**config.mk**
```make
export PLATFORM = sky130hd
export DESIGN_NAME = pad_ctrl_regs
export DESIGN_NICKNAME = d
export VERILOG_FILES = /design/src/core/pad_ctrl_pkg.sv /design/src/core/fuse_shadow.sv /design/src/core/pad_ctrl_regs.sv
export SDC_FILE = /design/constraint.sdc
export NUM_CORES = 1
export LEC_CHECK = 0
export ABC_AREA = 1
export BUFFER_PORTS_ARGS = -buffer_cell sky130_fd_sc_hd__buf_2
export CAP_MARGIN = 20
export CORE_MARGIN = 10
export CORE_UTILIZATION = 46
export CTS_CLUSTER_DIAMETER = 100
export DETAILED_ROUTE_END_ITERATION = 8
export GPL_TIMING_DRIVEN = 0
export HOLD_SLACK_MARGIN = 0.15
export PLACE_DENSITY_LB_ADDON = 0.1
export SLEW_MARGIN = 5
export SYNTH_ARGS = -nofsm -noshare
export SYNTH_HDL_FRONTEND = slang
export SYNTH_SLANG_ARGS = --single-unit
```
**constraint.sdc**
```tcl
create_clock -name aclk -period 1.3 [get_ports aclk]
set_input_delay 0.39 -clock aclk [delete_from_list [all_inputs] [get_ports aclk]]
set_output_delay 0.39 -clock aclk [all_outputs]
set_load 0.01 [all_outputs]
```
**src/core/pad_ctrl_pkg.sv**
```systemverilog
package pad_ctrl_pkg;

    // Byte addresses on the register bus
    localparam logic [11:0] CAL_CTRL_ADDR   = 12'h000;
    localparam logic [11:0] PAD_CFG_ADDR    = 12'h004;
    localparam logic [11:0] FUSE_SHADOW_ADDR = 12'h008;
    localparam int          ADDR_W          = 12;
    localparam int          DATA_W          = 32;

    // Calibration control fields
    localparam int          CAL_LOCK_BIT    = 7;
    localparam int          CAL_PDN_BIT     = 6;
    localparam int          CAL_PSAVE_BIT   = 8;
    localparam int          CAL_DRIVE_LSB   = 3;
    localparam int          CAL_FILTER_LSB  = 0;
    localparam int          CAL_VALID_BITS  = 9;
    localparam int          CAL_READY_BIT   = 15;
    localparam logic [1:0]  FUSE_SETTLE     = 2'h2;
    localparam logic        LOCK_RST        = 1'b0;
    localparam logic        PDN_RST         = 1'b1;
    localparam logic        PSAVE_RST       = 1'b0;
    localparam logic [2:0]  DRIVE_RST       = 3'h6;
    localparam logic [2:0]  FILTER_RST      = 3'h7;

    // Pad configuration fields
    localparam int          CFG_RX_BIT      = 4;
    localparam int          CFG_PD_BIT      = 5;
    localparam int          CFG_TERM_ON_LSB = 10;
    localparam int          CFG_TERM_OFF_LSB = 8;
    localparam int          CFG_DSLEW_LSB   = 2;
    localparam int          CFG_CSLEW_LSB   = 0;
    localparam logic [1:0]  CODE_ZERO       = 2'h0;

    // AXI responses
    localparam logic [1:0]  RESP_OKAY       = 2'h0;
    localparam logic [1:0]  RESP_SLVERR     = 2'h2;

endpackage

```
**src/core/fuse_shadow.sv**
```systemverilog
`timescale 1ns/1ps
module fuse_shadow
    import pad_ctrl_pkg::*;
(
    // Clock and reset
    input  wire logic       aclk,
    input  wire logic       aresetn,
    // Fuse inputs
    input  wire logic [1:0] fuse_pins,
    // Captured values
    output logic      [1:0] shadow,
    output logic            loaded
);
    logic [1:0] sync_a;
    logic [1:0] sync_b;
    logic [1:0] settle;

    // Two-stage synchroniser on fuse pins
    always_ff @(posedge aclk)
    begin
        if (!aresetn)
        begin
            sync_a <= 2'h0;
            sync_b <= 2'h0;
        end
        else
        begin
            sync_a <= fuse_pins;
            sync_b <= sync_a;
        end
    end

    // Capture once, after the synchroniser has filled
    always_ff @(posedge aclk)
    begin
        if (!aresetn)
        begin
            shadow <= 2'h0;
            loaded <= 1'b0;
            settle <= 2'h0;
        end
        else if (!loaded)
        begin
            if (settle == FUSE_SETTLE)
            begin
                shadow <= sync_b;
                loaded <= 1'b1;
            end
            else
            begin
                settle <= settle + 2'h1;
            end
        end
    end
endmodule

```
**src/core/pad_ctrl_regs.sv**
```systemverilog
// Notes on behaviour
// - Lock bit freezes calibrated impedance
// - Power-down bit stops calibration controller
// - Power save only acts without power-down
// - Pad config shows fuse-loaded settings
// - Bit 4 selects SSTL or LVCMOS receiver
// - Bit 5 enables pad pull-downs
// - Active termination field always zero
// - Idle termination field always zero
// - Data pad slew field always zero
// - Command pad slew field always zero
//
// Added by the designer: the register addresses and the AXI4-Lite register port.
`timescale 1ns/1ps
module pad_ctrl_regs
    import pad_ctrl_pkg::*;
(
    // Clock and reset
    input  wire logic              aclk,
    input  wire logic              aresetn,
    // AXI4-Lite write address
    input  wire logic [ADDR_W-1:0] s_axi_awaddr,
    input  wire logic              s_axi_awvalid,
    output logic                   s_axi_awready,
    // AXI4-Lite write data
    input  wire logic [DATA_W-1:0] s_axi_wdata,
    input  wire logic [3:0]        s_axi_wstrb,
    input  wire logic              s_axi_wvalid,
    output logic                   s_axi_wready,
    // AXI4-Lite write response
    output logic [1:0]             s_axi_bresp,
    output logic                   s_axi_bvalid,
    input  wire logic              s_axi_bready,
    // AXI4-Lite read address
    input  wire logic [ADDR_W-1:0] s_axi_araddr,
    input  wire logic              s_axi_arvalid,
    output logic                   s_axi_arready,
    // AXI4-Lite read data
    output logic [DATA_W-1:0]      s_axi_rdata,
    output logic [1:0]             s_axi_rresp,
    output logic                   s_axi_rvalid,
    input  wire logic              s_axi_rready,
    // Fuse pins
    input  wire logic              fuse_receiver_type,
    input  wire logic              fuse_pulldown,
    // Calibration controller
    input  wire logic              calibration_ready,
    output logic                   impedance_lock,
    output logic                   calibrator_shutdown,
    output logic                   resistor_power_save,
    output logic [2:0]             drive_strength,
    output logic [2:0]             filter_setting,
    // Pad configuration
    output logic                   receiver_type_select,
    output logic                   pad_pulldown_enable
);
    logic [ADDR_W-1:0] aw_addr;
    logic              aw_held;
    logic [DATA_W-1:0] w_data;
    logic [3:0]        w_strb;
    logic              w_held;
    logic [1:0]        fuse_shadow_bits;
    logic              fuse_loaded;
    logic              fuse_taken;
    logic              rx_sel;
    logic              pd_en;
    logic              lock_q;
    logic              pdn_q;
    logic              psave_q;
    logic              ready_s1;
    logic              ready_s2;
    logic              do_write;
    logic              wr_cal;
    logic              wr_cfg;

    function automatic logic addr_is(input logic [ADDR_W-1:0] a,
                                     input logic [ADDR_W-1:0] r);
        addr_is = (a[ADDR_W-1:2] == r[ADDR_W-1:2]);
    endfunction

    fuse_shadow u_fuse
    (
        .aclk      (aclk),
        .aresetn   (aresetn),
        .fuse_pins ({fuse_pulldown, fuse_receiver_type}),
        .shadow    (fuse_shadow_bits),
        .loaded    (fuse_loaded)
    );

    // Calibration ready synchroniser
    always_ff @(posedge aclk)
    begin
        if (!aresetn)
        begin
            ready_s1 <= 1'b0;
            ready_s2 <= 1'b0;
        end
        else
        begin
            ready_s1 <= calibration_ready;
            ready_s2 <= ready_s1;
        end
    end

    // Write channel capture
    assign s_axi_awready = !aw_held && !s_axi_bvalid;
    assign s_axi_wready  = !w_held && !s_axi_bvalid;
    assign do_write      = aw_held && w_held && !s_axi_bvalid;
    assign wr_cal        = do_write && addr_is(aw_addr, CAL_CTRL_ADDR);
    assign wr_cfg        = do_write && addr_is(aw_addr, PAD_CFG_ADDR);

    always_ff @(posedge aclk)
    begin
        if (!aresetn)
        begin
            aw_held <= 1'b0;
            aw_addr <= '0;
        end
        else if (s_axi_awvalid && s_axi_awready)
        begin
            aw_held <= 1'b1;
            aw_addr <= s_axi_awaddr;
        end
        else if (do_write)
        begin
            aw_held <= 1'b0;
        end
    end

    always_ff @(posedge aclk)
    begin
        if (!aresetn)
        begin
            w_held <= 1'b0;
            w_data <= '0;
            w_strb <= 4'h0;
        end
        else if (s_axi_wvalid && s_axi_wready)
        begin
            w_held <= 1'b1;
            w_data <= s_axi_wdata;
            w_strb <= s_axi_wstrb;
        end
        else if (do_write)
        begin
            w_held <= 1'b0;
        end
    end

    // Write response
    always_ff @(posedge aclk)
    begin
        if (!aresetn)
        begin
            s_axi_bvalid <= 1'b0;
            s_axi_bresp  <= RESP_OKAY;
        end
        else if (do_write)
        begin
            s_axi_bvalid <= 1'b1;
            s_axi_bresp  <= (addr_is(aw_addr, CAL_CTRL_ADDR)
                          || addr_is(aw_addr, PAD_CFG_ADDR)
                          || addr_is(aw_addr, FUSE_SHADOW_ADDR))
                          ? RESP_OKAY : RESP_SLVERR;
        end
        else if (s_axi_bready)
        begin
            s_axi_bvalid <= 1'b0;
        end
    end

    // Calibration control low byte
    always_ff @(posedge aclk)
    begin
        if (!aresetn)
        begin
            lock_q         <= LOCK_RST;
            pdn_q          <= PDN_RST;
            drive_strength <= DRIVE_RST;
            filter_setting <= FILTER_RST;
        end
        else if (wr_cal && w_strb[0])
        begin
            lock_q         <= w_data[CAL_LOCK_BIT];
            pdn_q          <= w_data[CAL_PDN_BIT];
            drive_strength <= w_data[CAL_DRIVE_LSB +: 3];
            filter_setting <= w_data[CAL_FILTER_LSB +: 3];
        end
    end

    // Power save bit
    always_ff @(posedge aclk)
    begin
        if (!aresetn)
        begin
            psave_q <= PSAVE_RST;
        end
        else if (wr_cal && w_strb[1])
        begin
            psave_q <= w_data[CAL_PSAVE_BIT];
        end
    end

    assign impedance_lock      = lock_q;
    assign calibrator_shutdown = pdn_q;
    assign resistor_power_save = psave_q && !pdn_q;

    // Fuse values applied once, when the shadow is valid
    always_ff @(posedge aclk)
    begin
        if (!aresetn)
        begin
            fuse_taken <= 1'b0;
        end
        else if (fuse_loaded)
        begin
            fuse_taken <= 1'b1;
        end
    end

    // Pad configuration, seeded from fuses
    always_ff @(posedge aclk)
    begin
        if (!aresetn)
        begin
            rx_sel <= 1'b0;
            pd_en  <= 1'b0;
        end
        else if (fuse_loaded && !fuse_taken)
        begin
            rx_sel <= fuse_shadow_bits[0];
            pd_en  <= fuse_shadow_bits[1];
        end
        else if (wr_cfg && w_strb[0])
        begin
            rx_sel <= w_data[CFG_RX_BIT];
            pd_en  <= w_data[CFG_PD_BIT];
        end
    end

    assign receiver_type_select = rx_sel;
    assign pad_pulldown_enable  = pd_en;

    // Read channel
    assign s_axi_arready = !s_axi_rvalid;

    always_ff @(posedge aclk)
    begin
        if (!aresetn)
        begin
            s_axi_rvalid <= 1'b0;
            s_axi_rdata  <= '0;
            s_axi_rresp  <= RESP_OKAY;
        end
        else if (s_axi_arvalid && s_axi_arready)
        begin
            s_axi_rvalid <= 1'b1;
            s_axi_rresp  <= RESP_OKAY;
            s_axi_rdata  <= '0;
            if (addr_is(s_axi_araddr, CAL_CTRL_ADDR))
            begin
                s_axi_rdata[CAL_READY_BIT]         <= ready_s2;
                s_axi_rdata[CAL_PSAVE_BIT]         <= psave_q;
                s_axi_rdata[CAL_LOCK_BIT]          <= lock_q;
                s_axi_rdata[CAL_PDN_BIT]           <= pdn_q;
                s_axi_rdata[CAL_DRIVE_LSB +: 3]    <= drive_strength;
                s_axi_rdata[CAL_FILTER_LSB +: 3]   <= filter_setting;
            end
            else if (addr_is(s_axi_araddr, PAD_CFG_ADDR))
            begin
                s_axi_rdata[CFG_TERM_ON_LSB +: 2]  <= CODE_ZERO;
                s_axi_rdata[CFG_TERM_OFF_LSB +: 2] <= CODE_ZERO;
                s_axi_rdata[CFG_PD_BIT]            <= pd_en;
                s_axi_rdata[CFG_RX_BIT]            <= rx_sel;
                s_axi_rdata[CFG_DSLEW_LSB +: 2]    <= CODE_ZERO;
                s_axi_rdata[CFG_CSLEW_LSB +: 2]    <= CODE_ZERO;
            end
            else if (addr_is(s_axi_araddr, FUSE_SHADOW_ADDR))
            begin
                s_axi_rdata[1:0] <= fuse_shadow_bits;
            end
            else
            begin
                s_axi_rresp <= RESP_SLVERR;
            end
        end
        else if (s_axi_rready)
        begin
            s_axi_rvalid <= 1'b0;
        end
    end
endmodule

```
# After elaboration in Yosys (flattened, before gate mapping)
# Index checks and enable logic that the tools add are counted.
# word_totals
word_cells	88
register_bits	64
input_bits	70
# classes
reduce_logical	31
n_mux	24
n_eq_ne	5
bitwise_logic	2
add_sub_neg	1
# op_table
cell	count
$eq 10x1->1 const B	2
$eq 10x2->1 const B	2
$logic_not 10->1	2
$mux 1	15
$logic_and 1x1->1	14
$mux 2	7
$reduce_bool 2->1	5
$logic_not 1->1	6
$mux 6	1
$mux 4	1
$reduce_and 2->1	2
$add 2x1->2 const B	1
$eq 2x2->1 const B	1
$logic_or 1x1->1	2
$not 1->1	2

# Longest topological paths before layout
# logic_depth
word_depth	6
mapped_depth	8
depth_no_buf	7

# By module
# A second synthesis with hierarchy kept.
# hier_totals
cells_unflattened	353
hier_area_um2	2613.8
# modules_own_cells
mod	cells_per_inst	instances	area_each_um2
pad_ctrl_regs	309	1	2279.7
fuse_shadow	44	1	334.1

# Worst setup path after synthesis
# No wires, ideal clock.
# synth_path
kind	register -> register
start	register s_axi_bvalid
end	register w_data[3]
slack_ps	85
path_buffers	1
period_less_slack_ps	1215
arrival_ps	1100
path_stages_with_launch	6
path_cell_list	dfxtp_1 > nor2_1 > nand2_1 > buf_4 > o21ai_0 > nor2_1
# synth_via
elab_chain_cells	3
# synth_rtl
element	line_no	source
from (decl)	pad_ctrl_regs.sv:32	output logic s_axi_bvalid,
from (signal assigned)	pad_ctrl_regs.sv:155	s_axi_bvalid <= 1'b0;
from (signal assigned)	pad_ctrl_regs.sv:160	s_axi_bvalid <= 1'b1;
from (signal assigned)	pad_ctrl_regs.sv:168	s_axi_bvalid <= 1'b0;
$logic_not 1->1	pad_ctrl_regs.sv:107	assign s_axi_wready = !w_held && !s_axi_bvalid;
$logic_and 1x1->1	pad_ctrl_regs.sv:107	
net s_axi_wready	pad_ctrl_regs.sv:29	output logic s_axi_wready,
$logic_and 1x1->1	pad_ctrl_regs.sv:138	else if (s_axi_wvalid && s_axi_wready)
to (signal assigned)	pad_ctrl_regs.sv:141	w_data <= s_axi_wdata;
to (decl)	pad_ctrl_regs.sv:59	logic [DATA_W-1:0] w_data;
# The timed path passes the listed nets, and every way through them passes these cells.
# A chain may end at the register's enable or synchronous reset.

# Worst setup path in the final report
# layout_path
start	register w_held
end	output s_axi_wready
# layout_via
elab_chain_cells	2
# layout_rtl
element	line_no	source
from (decl)	pad_ctrl_regs.sv:61	logic w_held;
from (signal assigned)	pad_ctrl_regs.sv:134	w_held <= 1'b0;
from (signal assigned)	pad_ctrl_regs.sv:140	w_held <= 1'b1;
from (signal assigned)	pad_ctrl_regs.sv:146	w_held <= 1'b0;
$logic_not 1->1	pad_ctrl_regs.sv:107	
$logic_and 1x1->1	pad_ctrl_regs.sv:107	
to (decl)	pad_ctrl_regs.sv:29	
# Every way passes these cells.

==> flow_metrics.tcl <==
set metrics [dict create \
    worstMarginPinSlew_ns 0.5603 \
    clkSlewWorstSetupHoldPaths_ns 0.06 \
    grt_busiest_layer "met2" \
    start_kind "flop" \
    dieArea_sq_um 9000 \
    synth-main-ff-cell "dfxtp_1" \
    rr_endpoint "aw_addr[10]" \
    worstSetupEndpoint "s_axi_wready" \
    cts-root-buf "clkbuf_8" \
    synthCells 342 \
    initial_core_util_pct 47.12 \
    async_flop_share_pct 0 \
    viasPerCell 4.545 \
    gp_congestion 0.8116 \
    wl_per_cell_um 12.55 \
    use_met3_pct 6.582 \
    finalInstanceArea_sq_um 3465 \
    finalCriticalPeriod_ns 1.339 \
    numPortBuffers 68 \
    ys_warn_count 0 \
    firstDrtPassIters 6 \
    p_per_area_nw_per_um2 1302 \
    crit_fanout 3 \
    dp_slack_ns -0.1597 \
    use_met1_pct 17.63 \
    cp-startpoint "w_held" \
    hold_ws_ns 0.2380 \
    ys_ff_latch 60 \
    slew_headroom_pct 62.65 \
    p_sw_share_pct 28.64 \
    drc 0 \
    intPower_mw 3.218 \
    finalHoldViolations 0 \
    clock_path_buffers 2 \
    cts_tree "done" \
    synth_enable_flop_cells 0 \
    htreeDepth 3 \
    seqPwrFrac_pct 46.8 \
    ys_seq_area_share_pct 46.58 \
    synth_area_per_cell_sq_um 7.540 \
    drive_gt1_share_pct 34.20 \
    numCtsBuffers 9 \
    drt-total-wl_um 6701 \
    drtIter0Drc 100 \
    path_class "flop to primary output" \
    fin_crit_sh_pct 103.0 \
    syn_to_final_growth_pct 34.35 \
    worst_slack_ns -0.03872 \
    die_h_um 94.87 \
    r2r_start "aw_held" \
    ir_drop_mv 0.8181 \
    end_kind "primary output" \
    grt.overflow.total 0 \
    antennaDiodeCount 0 \
    use_met2_pct 22.25 \
    reg2regPathDepth 7 \
    dpl.hpwl_um 4970 \
    p_clk_share_pct 33.5 \
    hold_depth 3 \
    vias 2427 \
    syn_area_sq_um 2579 \
    rsz0062_at_grt "true" \
    ant_nets 0 \
    layout.cells.most_common "buf_2" \
    slew_violations 0 \
    setup_viol 3 \
    cp.required_ns 0.91 \
    final_cell_mix "buf_2 (69), nor2_1 (63), dfxtp_1 (53), buf_4 (41), nand2_1 (38)" \
    coreArea_sq_um 5473 \
    synth.distinct_cells 24 \
    violations "negative setup slack" \
    p_leak_nw 1.795 \
    grt_use_total_pct 14.75 \
    crit_arrival_ns 0.95 \
    p_switching_mw 1.291 \
    fin_worst_skew_ns 0.005609 \
    dpl-instance-area_sq_um 3095 \
    tns_ns -0.07082 \
    grt_pass1_wl_um 10240 \
    io_pins 122 \
    comb_power_share_pct 19.7 \
    clk_latency_ns 0.33 \
    grt_max_degree 11 \
    hold_path_startpoint "fuse_pulldown" \
    grt_pass1_vias 2190 \
    antenna_found_initial 0 \
    fmax_mhz 747.0 \
    hold_class "primary input to flop" \
    outcome "finished, violations left" \
    row_count 27 \
    clock-sinks 60 \
    die_w_um 94.87 \
    max_cap_viol_count 0 \
    fin_nets 530 \
    worst-r2r-setup-slack_ns 0.07 \
]
-- kinds of logic (layout without fill, tap and decap cells) --
logic type	count (synthesis)	count (layout)	share of synthesized area (%)
simple gates	150	150	25.91
buf+inv	71	168	14.60
flops	60	60	46.58
compound gates	58	58	11.94
fa+ha+maj	1	1	0.4851
other cells	1	24	0.1454
xor+xnor	1	1	0.3397
-- layer usage --
layer	part of all wire (%)	vias up	wire [um]
met2	45	82	2995
met4	1.7	0	112
met1	44	1057	2926
met3	9.9	10	666
li1	-	1278	-
met5	0	-	0
-- power groups by stage --
stage / Clock [mW] / Combinational (mW) / Sequential (mW)
floorplan: 0 / 0.545 / 2.15
global placement: 0 / 0.775 / 2.14
detailed placement: 0 / 0.794 / 2.15
CTS: 1.55 / 0.817 / 2.11
global route: 1.63 / 1.01 / 2.13
finish: 1.51 / 0.890 / 2.11
-- worst min path at each step --
| stage | endpoint |
|---|---|
| 4_1_cts | u_fuse.sync_a[1] |
| 3_3_place_gp | u_fuse.sync_b[0] |
| 3_5_place_dp | u_fuse.sync_b[1] |
| 5_1_grt | u_fuse.sync_a[0] |
| 6_report | u_fuse.sync_a[1] |
| 2_1_floorplan | ready_s2 |
-- cells in the mapped netlist (all sizes together), types with 2 or more instances --
cell type	count	area, sq um
a21oi	23	115.1
buf	31	226.5
clkbuf	5	18.77
dfxtp	60	1201
inv	35	131.4
nand2	43	161.4
nand3	30	172.7
nand4	4	25.02
nor2	72	304.0
o211ai	2	25.02
o21ai	32	160.2
-- per-stage QoR --
step,util [%],cells,power (mW)
after floorplan,-,365,2.696
after CTS,60.63,522,4.472
final,63.31,534,4.510
after global routing,63.31,534,4.771
after global placement,56.56,505,2.916
after detailed placement,56.56,505,2.941
-- what timing repair did --
item,4_1_cts,5_1_grt
setup buffers,3,12
endpoints found under the hold margin,0,0
endpoints found under the setup margin,3,23
pin swaps,2,7
hold buffers,0,0
cloned,0,0
resized for setup,11,27
-- worst max-delay path, stage by stage (launching register included) --
cell	delay, ns
dfxtp_4	0.36
nor2_4	0.14
buf_6	0.12
-- state kept, by name (all words and copies together) (netlist names), 2 cells and up --
register	flops
aw_addr	10
drive_strength	3
filter_setting	3
s_axi_rdata	10
u_fuse.settle	2
u_fuse.shadow	2
u_fuse.sync_a	2
u_fuse.sync_b	2
w_data	9
w_strb	2
-- area by class of cell --
cell class / count / area (sq um)
Buffer: 36 / 255.2
Fill cell: 537 / 2008
Sequential cell: 60 / 1217
Clock buffer: 12 / 165.2
Clock inverter: 2 / 10.01
Inverter: 35 / 131.4
Multi-Input combinational cell: 234 / 1130
Timing Repair Buffer: 83 / 465.4
Tap cell: 72 / 90.09
Power figures use the tool's default switching activity.
